File: config.mk
export PLATFORM = sky130hd
export DESIGN_NAME = agc_gain_controller
export DESIGN_NICKNAME = d
export VERILOG_FILES = /design/src/logic/agc_pkg.sv /design/src/logic/envelope_detector.sv /design/src/logic/interval_timer.sv /design/src/logic/agc_gain_controller.sv
export SDC_FILE = /design/constraint.sdc
export NUM_CORES = 1
export LEC_CHECK = 0
export BUFFER_PORTS_ARGS = -buffer_cell sky130_fd_sc_hd__buf_4
export CORE_AREA = 2 2 144 146
export CTS_CLUSTER_DIAMETER = 50
export DETAILED_ROUTE_END_ITERATION = 12
export DIE_AREA = 0 0 146 148
export GPL_TIMING_DRIVEN = 0
export PLACE_DENSITY = 0.85
export SLEW_MARGIN = 20
export SYNTH_ARGS = -nofsm -noshare
export SYNTH_HDL_FRONTEND = slang
export SYNTH_SLANG_ARGS = --single-unit
File: constraint.sdc
create_clock -name mclk -period 6.2 [get_ports mclk]
set_clock_uncertainty 0.05 [all_clocks]
set_input_delay 0 -clock mclk [delete_from_list [all_inputs] [get_ports mclk]]
set_output_delay 0 -clock mclk [all_outputs]
set_load 0.005 [all_outputs]
File: src/logic/agc_pkg.sv
// Behaviour
// Every automatic gain change moves the gain by exactly one half-dB step.
// Leaving shutdown or disabling automatic control loads the starting gain.
// With automatic control inactive the starting gain is applied unchanged.
// Successive gain decreases are at least the attack interval apart.
// Successive gain increases are at least the release interval apart.
// First increase after a decrease waits the hold interval instead of release; the code does so only when hold exceeds release.
// Above the limit with no attack pending, gain drops at once; timers restart.
// While the attack interval runs, gain stays even if above the limit.
// Attack expired and still above limit: one step down, timers restart.
// Release elapsed and still below target: one step up, timers restart.
// A near-constant input amplitude leaves the gain unchanged.
// Input level below the noise-gate threshold freezes the gain.
// Gain decisions come from the detected input envelope against the settings.
// Host keeps the starting gain within -28 to +30 dB with compression on.
// Host keeps the starting gain within 0 to 30 dB with compression off.
// The starting gain setting spans -28 to +30 dB in 1 dB steps.
// Gain is reduced whenever the output would exceed the limiter level; the code reduces only after attack expiry, ungated, above the floor.
// Maximum gain is the gain at the low end of the compression region.
// Automatic increases never drive the gain above the maximum-gain setting.
// With hold disabled the first increase uses the release interval.
// Hold applies only after a decrease; later increases use release.
// Interval counters run on the internal clock and restart on every change.
// Gain saturates at the lowest and highest codes, never wraps.
package agc_pkg;

    localparam int GAIN_W = 8;
    localparam int LVL_W  = 10;
    localparam int TIME_W = 16;
    localparam int DATA_W = 32;

    localparam logic [3:0] ADDR_CTRL    = 4'h0;
    localparam logic [3:0] ADDR_FIXED   = 4'h1;
    localparam logic [3:0] ADDR_LIMIT   = 4'h2;
    localparam logic [3:0] ADDR_TARGET  = 4'h3;
    localparam logic [3:0] ADDR_MAXGAIN = 4'h4;
    localparam logic [3:0] ADDR_NOISE   = 4'h5;
    localparam logic [3:0] ADDR_ATTACK  = 4'h6;
    localparam logic [3:0] ADDR_RELEASE = 4'h7;
    localparam logic [3:0] ADDR_HOLD    = 4'h8;
    localparam logic [3:0] ADDR_STATUS  = 4'h9;

    localparam int CTRL_AGC_EN   = 0;
    localparam int CTRL_HOLD_EN  = 1;
    localparam int CTRL_COMP_EN  = 2;
    localparam int CTRL_SHUTDOWN = 3;
    localparam int STAT_GATED    = 8;
    localparam int STAT_LASTDEC  = 9;
    localparam int STAT_ENV_LSB  = 16;

    localparam logic [3:0]        CTRL_RST    = 4'h3;
    localparam logic [5:0]        FIXED_RST   = 6'h06;
    localparam logic [5:0]        MAXGAIN_RST = 6'h1E;
    localparam logic [LVL_W-1:0]  LIMIT_RST   = 10'h3F4;
    localparam logic [LVL_W-1:0]  TARGET_RST  = 10'h3E8;
    localparam logic [LVL_W-1:0]  NOISE_RST   = 10'h380;
    localparam logic [TIME_W-1:0] ATTACK_RST  = 16'h0040;
    localparam logic [TIME_W-1:0] RELEASE_RST = 16'h1000;
    localparam logic [TIME_W-1:0] HOLD_RST    = 16'h2000;

    // Gain codes in half-dB units
    localparam logic signed [GAIN_W-1:0] GAIN_MIN  = 8'hC8;
    localparam logic signed [GAIN_W-1:0] GAIN_MAX  = 8'h3C;
    localparam logic signed [GAIN_W-1:0] GAIN_ZERO = 8'h00;
    localparam logic signed [GAIN_W-1:0] GAIN_STEP = 8'h01;
    // Dead band below the target, half-dB units
    localparam logic signed [LVL_W-1:0]  LVL_HYST  = 10'h002;
    localparam logic signed [LVL_W-1:0]  ENV_FLOOR = 10'h340;
    localparam int                       DB6_HALF  = 12;

    typedef enum logic {BUS_IDLE, BUS_ACK} busState_t;

endpackage

File: src/logic/envelope_detector.sv
`timescale 1ns/1ps
module envelope_detector
    import agc_pkg::*;
#(
    parameter int SAMPLE_W    = 16,
    parameter int DECAY_SHIFT = 10
) (
    // Clock and reset
    input  wire logic                       mclk,
    input  wire logic                       reset_n,
    // Audio samples
    input  wire logic signed [SAMPLE_W-1:0] sample,
    input  wire logic                       sampleValid,
    // Envelope level, half-dB below full scale
    output logic signed [LVL_W-1:0]         envLevel
);
    logic [SAMPLE_W-2:0]     peak_q;
    logic [SAMPLE_W-2:0]     peak_d;
    logic signed [LVL_W-1:0] level_q;
    logic signed [LVL_W-1:0] level_d;
    logic [SAMPLE_W-2:0]     mag;
    logic [SAMPLE_W-2:0]     decay;
    int                      msb;

    always_comb begin
        mag = sample[SAMPLE_W-1] ? ~sample[SAMPLE_W-2:0] : sample[SAMPLE_W-2:0];
        decay = (peak_q >> DECAY_SHIFT) | {{(SAMPLE_W-2){1'b0}}, (peak_q != '0)};
        if (sampleValid && mag > peak_q) begin
            peak_d = mag;
        end else begin
            peak_d = peak_q - decay;
        end
        // Leading one gives 6 dB per bit
        msb = -1;
        for (int i = 0; i < SAMPLE_W - 1; i++) begin
            if (peak_q[i]) begin
                msb = i;
            end
        end
        if (msb < 0) begin
            level_d = ENV_FLOOR;
        end else begin
            level_d = LVL_W'(DB6_HALF * (msb - (SAMPLE_W - 2)));
        end
    end

    always_ff @(posedge mclk or negedge reset_n) begin
        if (!reset_n) begin
            peak_q  <= '0;
            level_q <= ENV_FLOOR;
        end else begin
            peak_q  <= peak_d;
            level_q <= level_d;
        end
    end

    assign envLevel = level_q;

endmodule

File: src/logic/interval_timer.sv
`timescale 1ns/1ps
module interval_timer #(
    parameter int TIME_W = 16,
    parameter int N      = 3
) (
    // Clock and reset
    input  wire logic                mclk,
    input  wire logic                reset_n,
    // Control
    input  wire logic                restart,
    input  wire logic [N*TIME_W-1:0] limits,
    // Status
    output logic [N-1:0]             done,
    output logic [TIME_W-1:0]        elapsed
);
    logic [TIME_W-1:0] elapsed_q;
    logic [TIME_W-1:0] elapsed_d;
    logic [N-1:0]      done_q;
    logic [N-1:0]      done_d;

    // Saturating count of cycles since the last gain change
    always_comb begin
        if (restart) begin
            elapsed_d = '0;
        end else if (elapsed_q != '1) begin
            elapsed_d = elapsed_q + TIME_W'(1);
        end else begin
            elapsed_d = elapsed_q;
        end
    end

    generate
        for (genvar g = 0; g < N; g++) begin : gCmp
            assign done_d[g] = elapsed_d >= limits[g*TIME_W +: TIME_W];
        end
    endgenerate

    always_ff @(posedge mclk or negedge reset_n) begin
        if (!reset_n) begin
            elapsed_q <= '0;
            done_q    <= '0;
        end else begin
            elapsed_q <= elapsed_d;
            done_q    <= done_d;
        end
    end

    assign done    = done_q;
    assign elapsed = elapsed_q;

endmodule

File: src/logic/agc_gain_controller.sv
`timescale 1ns/1ps
module agc_gain_controller
    import agc_pkg::*;
#(
    parameter int SAMPLE_W    = 16,
    parameter int DECAY_SHIFT = 10
) (
    // Clock and reset
    input  wire logic                       mclk,
    input  wire logic                       reset_n,
    // Avalon-MM slave, word addressed
    input  wire logic [3:0]                 address,
    input  wire logic                       read,
    input  wire logic                       write,
    input  wire logic [DATA_W-1:0]          writedata,
    output logic [DATA_W-1:0]               readdata,
    output logic                            waitrequest,
    // Audio input
    input  wire logic signed [SAMPLE_W-1:0] sample,
    input  wire logic                       sampleValid,
    // Gain stage control, half-dB units
    output logic signed [GAIN_W-1:0]        gainCode
);
    // Bus slave state
    busState_t           busState_q;
    busState_t           busState_d;
    logic                waitReq_q;
    logic                waitReq_d;
    logic [DATA_W-1:0]   readdata_q;
    logic [DATA_W-1:0]   readdata_d;
    logic [DATA_W-1:0]   rdMux;
    logic                regWr;

    // Configuration registers
    logic [3:0]          ctrl_q;
    logic [3:0]          ctrl_d;
    logic [5:0]          fixed_q;
    logic [5:0]          fixed_d;
    logic [5:0]          maxGain_q;
    logic [5:0]          maxGain_d;
    logic [LVL_W-1:0]    limit_q;
    logic [LVL_W-1:0]    limit_d;
    logic [LVL_W-1:0]    target_q;
    logic [LVL_W-1:0]    target_d;
    logic [LVL_W-1:0]    noise_q;
    logic [LVL_W-1:0]    noise_d;
    logic [TIME_W-1:0]   attack_q;
    logic [TIME_W-1:0]   attack_d;
    logic [TIME_W-1:0]   release_q;
    logic [TIME_W-1:0]   release_d;
    logic [TIME_W-1:0]   hold_q;
    logic [TIME_W-1:0]   hold_d;

    // Gain loop state
    logic signed [GAIN_W-1:0] gainCode_q;
    logic signed [GAIN_W-1:0] gainCode_d;
    logic                     lastDec_q;
    logic                     lastDec_d;

    // Gain loop helpers
    logic signed [LVL_W-1:0]  envLevel;
    logic signed [LVL_W-1:0]  outLevel;
    logic signed [GAIN_W-1:0] fixedHalf;
    logic signed [GAIN_W-1:0] maxHalf;
    logic signed [GAIN_W-1:0] ceiling;
    logic signed [GAIN_W-1:0] floorGain;
    logic [2:0]               timerDone;
    logic [TIME_W-1:0]        elapsed;
    logic                     attackDone;
    logic                     releaseDone;
    logic                     holdDone;
    logic                     agcRun;
    logic                     agcOff;
    logic                     holdEn;
    logic                     gated;
    logic                     tooLoud;
    logic                     tooQuiet;
    logic                     riseReady;
    logic                     decNow;
    logic                     incNow;

    envelope_detector #(
        .SAMPLE_W    (SAMPLE_W),
        .DECAY_SHIFT (DECAY_SHIFT)
    ) uEnv (
        .mclk        (mclk),
        .reset_n     (reset_n),
        .sample      (sample),
        .sampleValid (sampleValid),
        .envLevel    (envLevel)
    );

    interval_timer #(
        .TIME_W  (TIME_W),
        .N       (3)
    ) uTimer (
        .mclk    (mclk),
        .reset_n (reset_n),
        .restart (decNow || incNow),
        .limits  ({hold_q, release_q, attack_q}),
        .done    (timerDone),
        .elapsed (elapsed)
    );

    // Bus handshake: one wait cycle, then completion
    always_comb begin
        busState_d = busState_q;
        readdata_d = readdata_q;
        unique case (busState_q)
            BUS_IDLE: begin
                if (read || write) begin
                    busState_d = BUS_ACK;
                    readdata_d = read ? rdMux : '0;
                end
            end
            BUS_ACK: begin
                busState_d = BUS_IDLE;
            end
        endcase
        waitReq_d = (busState_d != BUS_ACK);
    end

    assign regWr = (busState_q == BUS_ACK) && write;

    always_comb begin
        rdMux = '0;
        unique case (address)
            ADDR_CTRL:    rdMux[3:0] = ctrl_q;
            ADDR_FIXED:   rdMux[5:0] = fixed_q;
            ADDR_LIMIT:   rdMux[LVL_W-1:0] = limit_q;
            ADDR_TARGET:  rdMux[LVL_W-1:0] = target_q;
            ADDR_MAXGAIN: rdMux[5:0] = maxGain_q;
            ADDR_NOISE:   rdMux[LVL_W-1:0] = noise_q;
            ADDR_ATTACK:  rdMux[TIME_W-1:0] = attack_q;
            ADDR_RELEASE: rdMux[TIME_W-1:0] = release_q;
            ADDR_HOLD:    rdMux[TIME_W-1:0] = hold_q;
            ADDR_STATUS: begin
                rdMux[GAIN_W-1:0] = gainCode_q;
                rdMux[STAT_GATED] = gated;
                rdMux[STAT_LASTDEC] = lastDec_q;
                rdMux[STAT_ENV_LSB +: LVL_W] = envLevel;
            end
            default: rdMux = '0;
        endcase
    end

    always_comb begin
        ctrl_d    = ctrl_q;
        fixed_d   = fixed_q;
        maxGain_d = maxGain_q;
        limit_d   = limit_q;
        target_d  = target_q;
        noise_d   = noise_q;
        attack_d  = attack_q;
        release_d = release_q;
        hold_d    = hold_q;
        if (regWr) begin
            unique case (address)
                ADDR_CTRL:    ctrl_d = writedata[3:0];
                ADDR_FIXED:   fixed_d = writedata[5:0];
                ADDR_LIMIT:   limit_d = writedata[LVL_W-1:0];
                ADDR_TARGET:  target_d = writedata[LVL_W-1:0];
                ADDR_MAXGAIN: maxGain_d = writedata[5:0];
                ADDR_NOISE:   noise_d = writedata[LVL_W-1:0];
                ADDR_ATTACK:  attack_d = writedata[TIME_W-1:0];
                ADDR_RELEASE: release_d = writedata[TIME_W-1:0];
                ADDR_HOLD:    hold_d = writedata[TIME_W-1:0];
                default: ;
            endcase
        end
    end

    always_ff @(posedge mclk or negedge reset_n) begin
        if (!reset_n) begin
            busState_q <= BUS_IDLE;
            waitReq_q  <= 1'b1;
            readdata_q <= '0;
            ctrl_q     <= CTRL_RST;
            fixed_q    <= FIXED_RST;
            maxGain_q  <= MAXGAIN_RST;
            limit_q    <= LIMIT_RST;
            target_q   <= TARGET_RST;
            noise_q    <= NOISE_RST;
            attack_q   <= ATTACK_RST;
            release_q  <= RELEASE_RST;
            hold_q     <= HOLD_RST;
        end else begin
            busState_q <= busState_d;
            waitReq_q  <= waitReq_d;
            readdata_q <= readdata_d;
            ctrl_q     <= ctrl_d;
            fixed_q    <= fixed_d;
            maxGain_q  <= maxGain_d;
            limit_q    <= limit_d;
            target_q   <= target_d;
            noise_q    <= noise_d;
            attack_q   <= attack_d;
            release_q  <= release_d;
            hold_q     <= hold_d;
        end
    end

    // Gain loop decision
    always_comb begin
        agcRun = ctrl_q[CTRL_AGC_EN] && !ctrl_q[CTRL_SHUTDOWN];
        agcOff = !agcRun;
        holdEn = ctrl_q[CTRL_HOLD_EN] && (hold_q > release_q);
        attackDone  = timerDone[0];
        releaseDone = timerDone[1];
        holdDone    = timerDone[2];
        fixedHalf = {fixed_q[5], fixed_q, 1'b0};
        maxHalf   = {maxGain_q[5], maxGain_q, 1'b0};
        ceiling   = (maxHalf > GAIN_MAX) ? GAIN_MAX : maxHalf;
        floorGain = ctrl_q[CTRL_COMP_EN] ? GAIN_MIN : GAIN_ZERO;
        outLevel = envLevel + {{(LVL_W-GAIN_W){gainCode_q[GAIN_W-1]}}, gainCode_q};
        gated    = envLevel < $signed(noise_q);
        tooLoud  = outLevel > $signed(limit_q);
        tooQuiet = outLevel < ($signed(target_q) - LVL_HYST);
        riseReady = (lastDec_q && holdEn) ? holdDone : releaseDone;
        decNow = agcRun && !gated && tooLoud && attackDone && (gainCode_q > floorGain);
        incNow = agcRun && !gated && !tooLoud && tooQuiet && riseReady
                 && (gainCode_q < ceiling);
        gainCode_d = gainCode_q;
        lastDec_d  = lastDec_q;
        if (agcOff) begin
            gainCode_d = fixedHalf;
            lastDec_d  = 1'b0;
        end else if (decNow) begin
            gainCode_d = gainCode_q - GAIN_STEP;
            lastDec_d  = 1'b1;
        end else if (incNow) begin
            gainCode_d = gainCode_q + GAIN_STEP;
            lastDec_d  = 1'b0;
        end
    end

    always_ff @(posedge mclk or negedge reset_n) begin
        if (!reset_n) begin
            gainCode_q <= {FIXED_RST[5], FIXED_RST, 1'b0};
            lastDec_q  <= 1'b0;
        end else begin
            gainCode_q <= gainCode_d;
            lastDec_q  <= lastDec_d;
        end
    end

    assign readdata    = readdata_q;
    assign waitrequest = waitReq_q;
    assign gainCode    = gainCode_q;
endmodule

# Yosys cells after proc, flatten, opt, wreduce, memory -nomap -nowiden
# Index checks and enable logic that the tools add are counted.
# classes
n_addsub,7
mul,1
order_cmp,12
n_eq_ne,11
n_mux,37
n_bitwise,4
n_reduce_logical,30
# op_table
op,count
2-to-1 mux 32 bit,15
greater-or-equal comparator 16 bit,3
2-to-1 mux 8 bit,5
one-hot mux 4 bit (10 select lines),1
"less-than comparator 32 x 1 -> 1 bit, second input constant",1
"multiplier 3 x 32 -> 8 bit, first input constant",1
2-to-1 mux 16 bit,2
"subtractor 32 x 5 -> 32 bit, second input constant",1
2-to-1 mux 15 bit,2
one-hot mux 4 bit (7 select lines),1
2-to-1 mux 26 bit,1
less-than comparator 10 bit,2
2-to-1 mux 10 bit,2
AND reduction 2 bit,10
one-hot mux 2 bit (9 select lines),1
one-hot mux 6 bit (3 select lines),1
"adder 16 x 1 -> 16 bit, second input constant",1
"== test 4 x 3 -> 1 bit, second input constant",4
> comparator 16 bit,1
"inequality test 16 bit, second input constant",1
> comparator 15 bit,1
inverter 15 bit,1
nonzero test 15 bit,1
subtractor 15 bit,1
20 further kinds,42
# totals
reg_bits,181
inputBits,57
output_inout_bits,41
elab_cells,120

# Longest topological paths before layout
# Gate-level depths: netlist (run 1).
# logic_depth
depth_word,18
mapped_depth,25
ltp_nobuf,24

# Cells and area by module
# From an unflattened synthesis (run 1), not the netlist that was laid out.
# unflattened
cells_unflattened,1276
area_unflattened_um2,12376.9
# modules_own_cells
mod,instances,cells_per_inst,area_each_um2,seq_area_each_um2
agc_gain_controller,1,780,8045.2,3315.7
envelope_detector,1,238,2219.6,579.3
interval_timer,1,258,2112.0,475.5

# Least setup slack after synthesis (run 1)
# OpenSTA, ideal clock, no wires.
# synth_timing
path_kind,reg-to-reg
from,"register gainCode_q[3], in the netlist gainCode[3]"
to,"register uTimer.done_q[0], in the netlist uTimer.done[0]"
setup_ns,0.127
arrival_time_ns,4.774
required_time_ns,6.023
slack_ns,1.249
stages_incl_launch_ff,25
n_path_buf,1
period_less_slack_ns,4.951
cell_sequence,dfstp_2 ha_1 a211oi_1 o21a_1 o21bai_1 a21oi_1 xnor2_1 ha_1 nor3b_1 a21oi_1 a21oi_1 a21bo_2 or4_1 a211o_1 buf_6 nand3_1 ha_1 nand2b_1 a21o_1 a21o_1 a211o_1 a21oi_1 o21ai_0 a21oi_1 a21oi_1
# synth_between
elab_chain_len,10
word_cells_on_any_way,16
classes_between,1 x add/sub; 5 x order compare; 1 x mux; 9 x reduce/logical
# synth_rtl
element,line,rtl
"start, declared",agc_gain_controller.sv:55,logic signed [GAIN_W-1:0] gainCode_q;
"start signal, assigned",agc_gain_controller.sv:239,"gainCode_q <= {FIXED_RST[5], FIXED_RST, 1'b0};"
"start signal, assigned",agc_gain_controller.sv:242,gainCode_q <= gainCode_d;
adder 10 bit,agc_gain_controller.sv:215,"outLevel = envLevel + {{(LVL_W-GAIN_W){gainCode_q[GAIN_W-1]}}, gainCode_q};"
> comparator 10 bit,agc_gain_controller.sv:217,tooLoud = outLevel > $signed(limit_q);
zero test 1 bit,agc_gain_controller.sv:221,incNow = agcRun && !gated && !tooLoud && tooQuiet && riseReady
logical AND 1 bit (3 in a row),agc_gain_controller.sv:221,
logical AND 1 bit,agc_gain_controller.sv:222,&& (gainCode_q < ceiling);
logical OR 1 bit *,agc_gain_controller.sv:99,".restart (decNow || incNow),"
2-to-1 mux 16 bit *,interval_timer.sv:23,if (restart) begin
greater-or-equal comparator 16 bit *,interval_timer.sv:34,assign done_d[g] = elapsed_d >= limits[g*TIME_W +: TIME_W];
named net uTimer.done_d[0],interval_timer.sv:19,logic [N-1:0] done_d;
"end signal, assigned",interval_timer.sv:44,done_q <= done_d;
"end, declared",interval_timer.sv:18,logic [N-1:0] done_q;
# The timed path passes the listed nets; every way through them passes the cells marked *.
# A chain may end at the register's enable or synchronous reset.

# Worst setup path in the final report (run 1)
# layout_timing
from,"register gainCode_q[3], in the netlist gainCode[3]"
to,"register uTimer.done_q[0], in the netlist uTimer.done[0]"
# layout_between
elab_chain_len,10
word_cells_on_any_way,16
classes_between,1 x add/sub; 5 x order compare; 1 x mux; 9 x reduce/logical
# layout_rtl
element,line,rtl
adder 10 bit,agc_gain_controller.sv:215,
> comparator 10 bit,agc_gain_controller.sv:217,
zero test 1 bit,agc_gain_controller.sv:221,
logical AND 1 bit (3 in a row),agc_gain_controller.sv:221,
logical AND 1 bit,agc_gain_controller.sv:222,
logical OR 1 bit *,agc_gain_controller.sv:99,
2-to-1 mux 16 bit *,interval_timer.sv:23,
named net uTimer.elapsed_d[2],interval_timer.sv:17,logic [TIME_W-1:0] elapsed_d;
greater-or-equal comparator 16 bit *,interval_timer.sv:34,
named net uTimer.done_d[0],interval_timer.sv:19,
# Marked as above.

==> metrics.txt, run 1 <==
CP required 6.46 ns; Fin. Hold Viols 0; clk sinks 171; largest net degree at the start of global routing 65; final setup margin 0.267 ns; clock latency on the worst-skew pair 0.45 ns; DRT Wirelength 34100 um; Die W 146 um; setup repair after global routing missed its margin no; register area share after synthesis 0.367; post-CTS setup buffer count 0; fin crit share 0.957; Pwr per Cell Area 411 nW/um^2; r2r setup slk 0.27 ns; Initial Utilization 0.587; Seq cells post-synth 171; Startpoint Class flip-flop; Remaining DRCs 0; Nets 1611; drt initial violations 1062; GRT Total Usage 0.319; DR WL/cell 20.2 um; HPWL after DPL 25400 um; placed insts 1624; port buffer count 67; # diodes 0; setup violators final 0; setup_tns 0 ns; GP Congestion 0.953; maximum clock path buffer count 2; Hold WS 0.000107 ns; wire length of the first global-routing pass 54200 um; share of cells above drive strength 1 0.146; Max Fclk 169 MHz; CTS tree done; Worst Path Max Fanout 10; clock root cell clkbuf_16; Placed Area 12700 um^2; max-slew violation count 0; asr flop ratio synth 1.00; final instance area 13600 um^2; cell count after synthesis 1278; I/O pins 98; synth-to-layout area growth 15.7%; clock-pin slew on the worst setup and hold paths 0.07 ns; CTS buffer count 17; Layout Utilization 0.679; core area 20000 um^2; GRT overflow 0; status completed; crit end category flip-flop; slew margin rel. 0.198; Design Power 5.59 mW; Tightest Hold Check Type primary input to async pin; R2R depth 23; leakage 6.47 nW; Yosys Warn Count 0; Worst Tran Pin Value 1.19 ns; Worst EP arrival 6.19 ns; worst r2r src gainCode[3]; critical path type flip-flop to flip-flop; ys flop type dfrtp_1; initial antenna violation count 0; Std-Cell Rows 52; library cells used by synthesis 63; first-pass detailed-route iteration total 5; Via Count 10400; DP Worst Slack 0.184 ns; crit path time final 5.93 ns; DIE AREA 21600 um^2; Max-Cap Viols 0; Worst VDD drop 0.296 mV; worst r2r dst uTimer.done[0]; htree depth 4; DIE HEIGHT 148 um; synthesized cell area 11800 um^2; vias per cell 6.16; Final ANT Viol Nets 0; vias in the first global route 10500; Syn Area/Cell 9.20 um^2; Post-synth EDFFs 0; Final Non-Filler Cells 1688
[cells in the mapped netlist, types with 4 or more instances]
library cell	instances	share of area
nor3_1	27	0.011
o21bai_1	5	0.0032
a31oi_1	10	0.0053
nand4_1	17	0.0090
nor4b_1	4	0.0030
buf_4	8	0.0051
a21oi_1	71	0.030
nand2_1	129	0.041
ha_1	145	0.15
a22oi_1	7	0.0045
nand2b_1	14	0.0074
nor2_1	70	0.022
nor2b_1	18	0.0096
dfrtp_1	138	0.29
dfstp_2	33	0.074
a211o_1	6	0.0045
and3_1	8	0.0043
xnor2_1	29	0.022
or3_1	4	0.0021
o21a_1	12	0.0077
fa_1	4	0.0068
o211ai_1	5	0.0032
and2_1	4	0.0021
o21ai_0	118	0.050
mux2_2	44	0.042
nor4_1	7	0.0037
a22o_1	18	0.013
clkbuf_1	36	0.011
mux2i_1	20	0.017
nand3_1	29	0.012
inv_1	117	0.037
a21o_1	23	0.015
xor2_1	29	0.022
a222oi_1	5	0.0043
a211oi_1	11	0.0070
[registers in the layout (all words and copies together) (netlist names), 4 cells and up]
| register | cells |
|---|---|
| readdata | 24 |
| attack_q | 16 |
| hold_q | 16 |
| release_q | 16 |
| uTimer.elapsed | 16 |
| uEnv.peak_q | 15 |
| limit_q | 10 |
| noise_q | 10 |
| target_q | 10 |
| gainCode | 8 |
| uEnv.envLevel | 8 |
| fixed_q | 6 |
| maxGain_q | 6 |
| ctrl_q | 4 |
[kinds of logic (layout without fill, tap and decap cells)]
| group | count (synthesis) | in the layout | synth area share |
|---|---|---|---|
| XOR/XNOR | 58 | 58 | 0.0432 |
| buffers and inverters | 170 | 303 | 0.0580 |
| flip-flops | 171 | 171 | 0.367 |
| other | 1 | 8 | 0.000319 |
| adder cells (fa/ha/maj) | 149 | 149 | 0.161 |
| AND/OR/NAND/NOR | 343 | 343 | 0.137 |
| multiplexers | 67 | 67 | 0.0649 |
| AO/OA/AOI/OAI | 319 | 319 | 0.169 |
[metal layers]
metal,global-route usage,share of wire
met2,0.523,0.47
met1,0.410,0.41
met3,0.0549,0.079
met4,0.163,0.044
met5,0,0
[cell type report]
| type | instances | area [um^2] |
|---|---|---|
| fill | 1553 | 6430 |
| tap | 270 | 338 |
| buffer | 53 | 246 |
| sequential | 171 | 4320 |
| timing repair buffer | 101 | 886 |
| clock inverter | 13 | 120 |
| multi-input combinational | 944 | 6810 |
| clock buffer | 19 | 443 |
| inverter | 117 | 439 |
[cells in the final DEF (no fill, tap or decap), types with 20 or more instances in the layout]
| cell type | n |
|---|---|
| a21o_1 | 23 |
| a21oi_1 | 71 |
| buf_4 | 74 |
| clkbuf_1 | 36 |
| dfrtp_1 | 138 |
| dfstp_2 | 33 |
| dlygate4sd3_1 | 32 |
| ha_1 | 145 |
| inv_1 | 117 |
| mux2_2 | 44 |
| mux2i_1 | 20 |
| nand2_1 | 128 |
| nand3_1 | 28 |
| nor2_1 | 70 |
| nor3_1 | 26 |
| o21ai_0 | 118 |
| xnor2_1 | 29 |
| xor2_1 | 29 |
[timing repair]
item,CTS,global route
hold endpoints to repair,205,0
hold buffers,32,0
setup endpoints to repair,0,3
resized for setup,0,5
[power breakdown]
| part | internal, mW | switching, mW | total (mW) |
|---|---|---|---|
| Sequential | 1.45 | 0.317 | 1.77 |
| Clock | 0.565 | 0.477 | 1.04 |
| Combinational | 1.25 | 1.53 | 2.78 |
[worst max-delay path by stage]
stage / startpoint / end / slack (ns) / cells after the start
after floorplan: gainCode[3] / uTimer.done[0] / 1.25 / 24
after detailed placement: gainCode[3] / uTimer.done[0] / 0.18 / 23
after global placement: gainCode[3] / uTimer.done[0] / 0.22 / 23
after global routing: gainCode[2] / uTimer.done[2] / 0.03 / 24
after CTS: gainCode[3] / uTimer.done[0] / 0.17 / 23
final: gainCode[3] / uTimer.done[0] / 0.27 / 23
[worst max-delay path, cell delays in order, from the launching register on]
cell and delay (ns):
dfstp_2 0.69, ha_1 0.29, a211oi_1 0.29, o21a_1 0.22, o21bai_1 0.08, a21oi_1 0.18
xnor2_1 0.12, ha_1 0.33, nor3b_1 0.20, a21oi_1 0.13, a21oi_1 0.13, a21bo_2 0.25
or4_1 0.44, a211o_1 0.37, nand2_2 0.26, clkbuf_4 0.27, nor2_1 0.13, ha_1 0.29
a21o_1 0.17, a211o_1 0.28, a21oi_1 0.15, o21ai_0 0.17, a21oi_1 0.15, a21oi_1 0.13
No activity file was read; power rests on OpenSTA's default activity.
==> run 2, diff against run 1 <==
--- a/config.mk
+++ b/config.mk
@@ -7,6 +7,7 @@
 export LEC_CHECK = 0
 export BUFFER_PORTS_ARGS = -buffer_cell sky130_fd_sc_hd__buf_4
 export CORE_AREA = 2 2 144 146
+export CTS_BUF_LIST = sky130_fd_sc_hd__clkbuf_2
 export CTS_CLUSTER_DIAMETER = 50
 export DETAILED_ROUTE_END_ITERATION = 12
 export DIE_AREA = 0 0 146 148
==> metrics.txt, run 2 (synthesis gave the netlist of run 1 again) <==
status completed; largest net degree at the start of global routing 65; synth-to-layout area growth 15.8%; worst r2r src gainCode[3]; Max Fclk 169 MHz; port buffer count 67; Hold Startpoint sample[0]; Die W 146 um; Top cell by count, worst path a21oi_1; clock root cell clkbuf_2; Critical-path top delay cell dfstp_2; DR WL/cell 19.8 um; Final ANT Viol Nets 0; DIE AREA 21600 um^2; wire length of the first global-routing pass 54700 um; setup repair after global routing missed its margin no; R2R depth 23; Worst Path Max Fanout 10; Layout Utilization 0.680; r2r setup slk 0.29 ns; share of cells above drive strength 1 0.143; maximum clock path buffer count 2; Psw 2.28 mW; max-slew violation count 0; DP Worst Slack 0.184 ns; fill cell count 1571; Worst VDD drop 0.291 mV; first-pass detailed-route iteration total 6; DRT Wirelength 34200 um; I/O pins 98; CP Cell Sequence ha_1 -> a211oi_1 -> o21a_1 -> o21bai_1 -> a21oi_1 -> xnor2_1 -> ha_1 -> nor3b_1 -> a21oi_1 -> a21oi_1 -> a21bo_2 -> or4_1 -> a211o_1 -> nand2_2 -> clkbuf_4 -> nor2_1 -> ha_1 -> a21o_1 -> a211o_1 -> a21oi_1 -> o21ai_0 -> a21oi_1 -> a21oi_1; GP Congestion 0.953; vias per cell 6.16; HPWL after DPL 25400 um; CP required 6.88 ns; Worst Hold Depth 4; Worst EP arrival 6.59 ns; core area 20000 um^2; post-CTS setup buffer count 0; final setup margin 0.287 ns; critical path type flip-flop to flip-flop; Combinational Power Share 0.551; Remaining DRCs 0; Tightest Hold Check Type primary input to flip-flop; CTS buffer count 17; crit path time final 5.91 ns; commonest non-fill, non-tap cell in the layout ha_1; Worst Setup SP gainCode[3]; htree depth 4; Hold Path Sink uEnv.peak_q[0]; Via Count 10600; Flop pwr share 0.339; setup violators final 0; vias in the first global route 10600; clock latency on the worst-skew pair 0.82 ns; crit-path max cell delay 0.75 ns; Fin. Hold Viols 0; GRT Total Usage 0.322; Worst Path Buf+Inv 1; leakage 6.49 nW; Pwr per Cell Area 381 nW/um^2; slew margin rel. 0.184; Worst Tran Pin Value 1.21 ns; Max-Cap Viols 0; clk sinks 171; Initial Utilization 0.587; fin crit share 0.954; Std-Cell Rows 52; DIE HEIGHT 148 um; internal power 2.91 mW; GRT overflow 0; drt initial violations 1018; CTS tree done; max reg flops 24; clock group share of total power 0.110; Hold WS 0.0413 ns; CP top delay family compound AO/OA/AOI/OAI gates; clock-pin slew on the worst setup and hold paths 0.27 ns; most frequent cells in the layout ha_1, dfrtp_1, nand2_1; crit end category flip-flop; Net Sw Frac 0.440; setup_tns 0 ns; Startpoint Class flip-flop; initial antenna violation count 1; worst r2r dst uTimer.done[2]; Nets 1646
## run 2: timing repair
action / 4_1_cts / 5_1_grt
hold endpoints to repair: 282 / 0
gates resized for setup: 0 / 5
hold buffers: 67 / 0
endpoints found under the setup margin: 0 / 3
## run 2: layout make-up
type	count	area, um^2	area share
multi-input combinational	944	6810	0.500
sequential	171	4320	0.317
timing repair buffer	136	1250	0.0920
inverter	117	439	0.0322
tap	270	338	0.0248
buffer	53	246	0.0181
clock inverter	14	124	0.00909
clock buffer	18	90.1	0.00661
antenna	1	2.50	0.000184
## run 2: power by group through the flow
stage	Sequential (mW)	Combinational (mW)	Clock, mW
detailed placement	1.77	2.68	0
floorplan	1.65	2.04	0
global placement	1.76	2.53	0
global route	1.79	3.20	0.619
CTS	1.75	2.81	0.571
finish	1.76	2.86	0.571
## run 2: tightest hold or removal path: cells and delay by family
kind	cells	cell delay, ns
mux	1	0.08
xor+xnor	1	0.15
buf+inv	2	0.64
## run 2: metrics by stage
stage          instance area, um^2  power [mW]  instances
2_1_floorplan                11800        3.69       1285
3_3_place_gp                 12600        4.28       1622
3_5_place_dp                 12700        4.45       1624
4_1_cts                      13600        5.13       1723
5_1_grt                      13600        5.61       1724
6_report                     13600        5.19       1724
## run 2: how the worst max path moves through the flow
stage / to / slack, ns / cells past startpoint
final: uTimer.done[2] / 0.29 / 23
after global routing: uTimer.done[2] / 0.005 / 24
after CTS: uTimer.done[0] / 0.20 / 23
after detailed placement: uTimer.done[0] / 0.18 / 23
after global placement: uTimer.done[0] / 0.22 / 23
after floorplan: uTimer.done[0] / 1.25 / 24
## run 2: layer usage
| layer | share of wire | up-vias | global-route usage | wire [um] |
|---|---|---|---|---|
| met5 | 0 | - | 0 | 0 |
| met4 | 0.048 | 0 | 0.165 | 1630 |
| met3 | 0.083 | 109 | 0.0556 | 2830 |
| met2 | 0.46 | 532 | 0.525 | 15900 |
| met1 | 0.40 | 5148 | 0.417 | 13800 |
| li1 | - | 4833 | - | - |
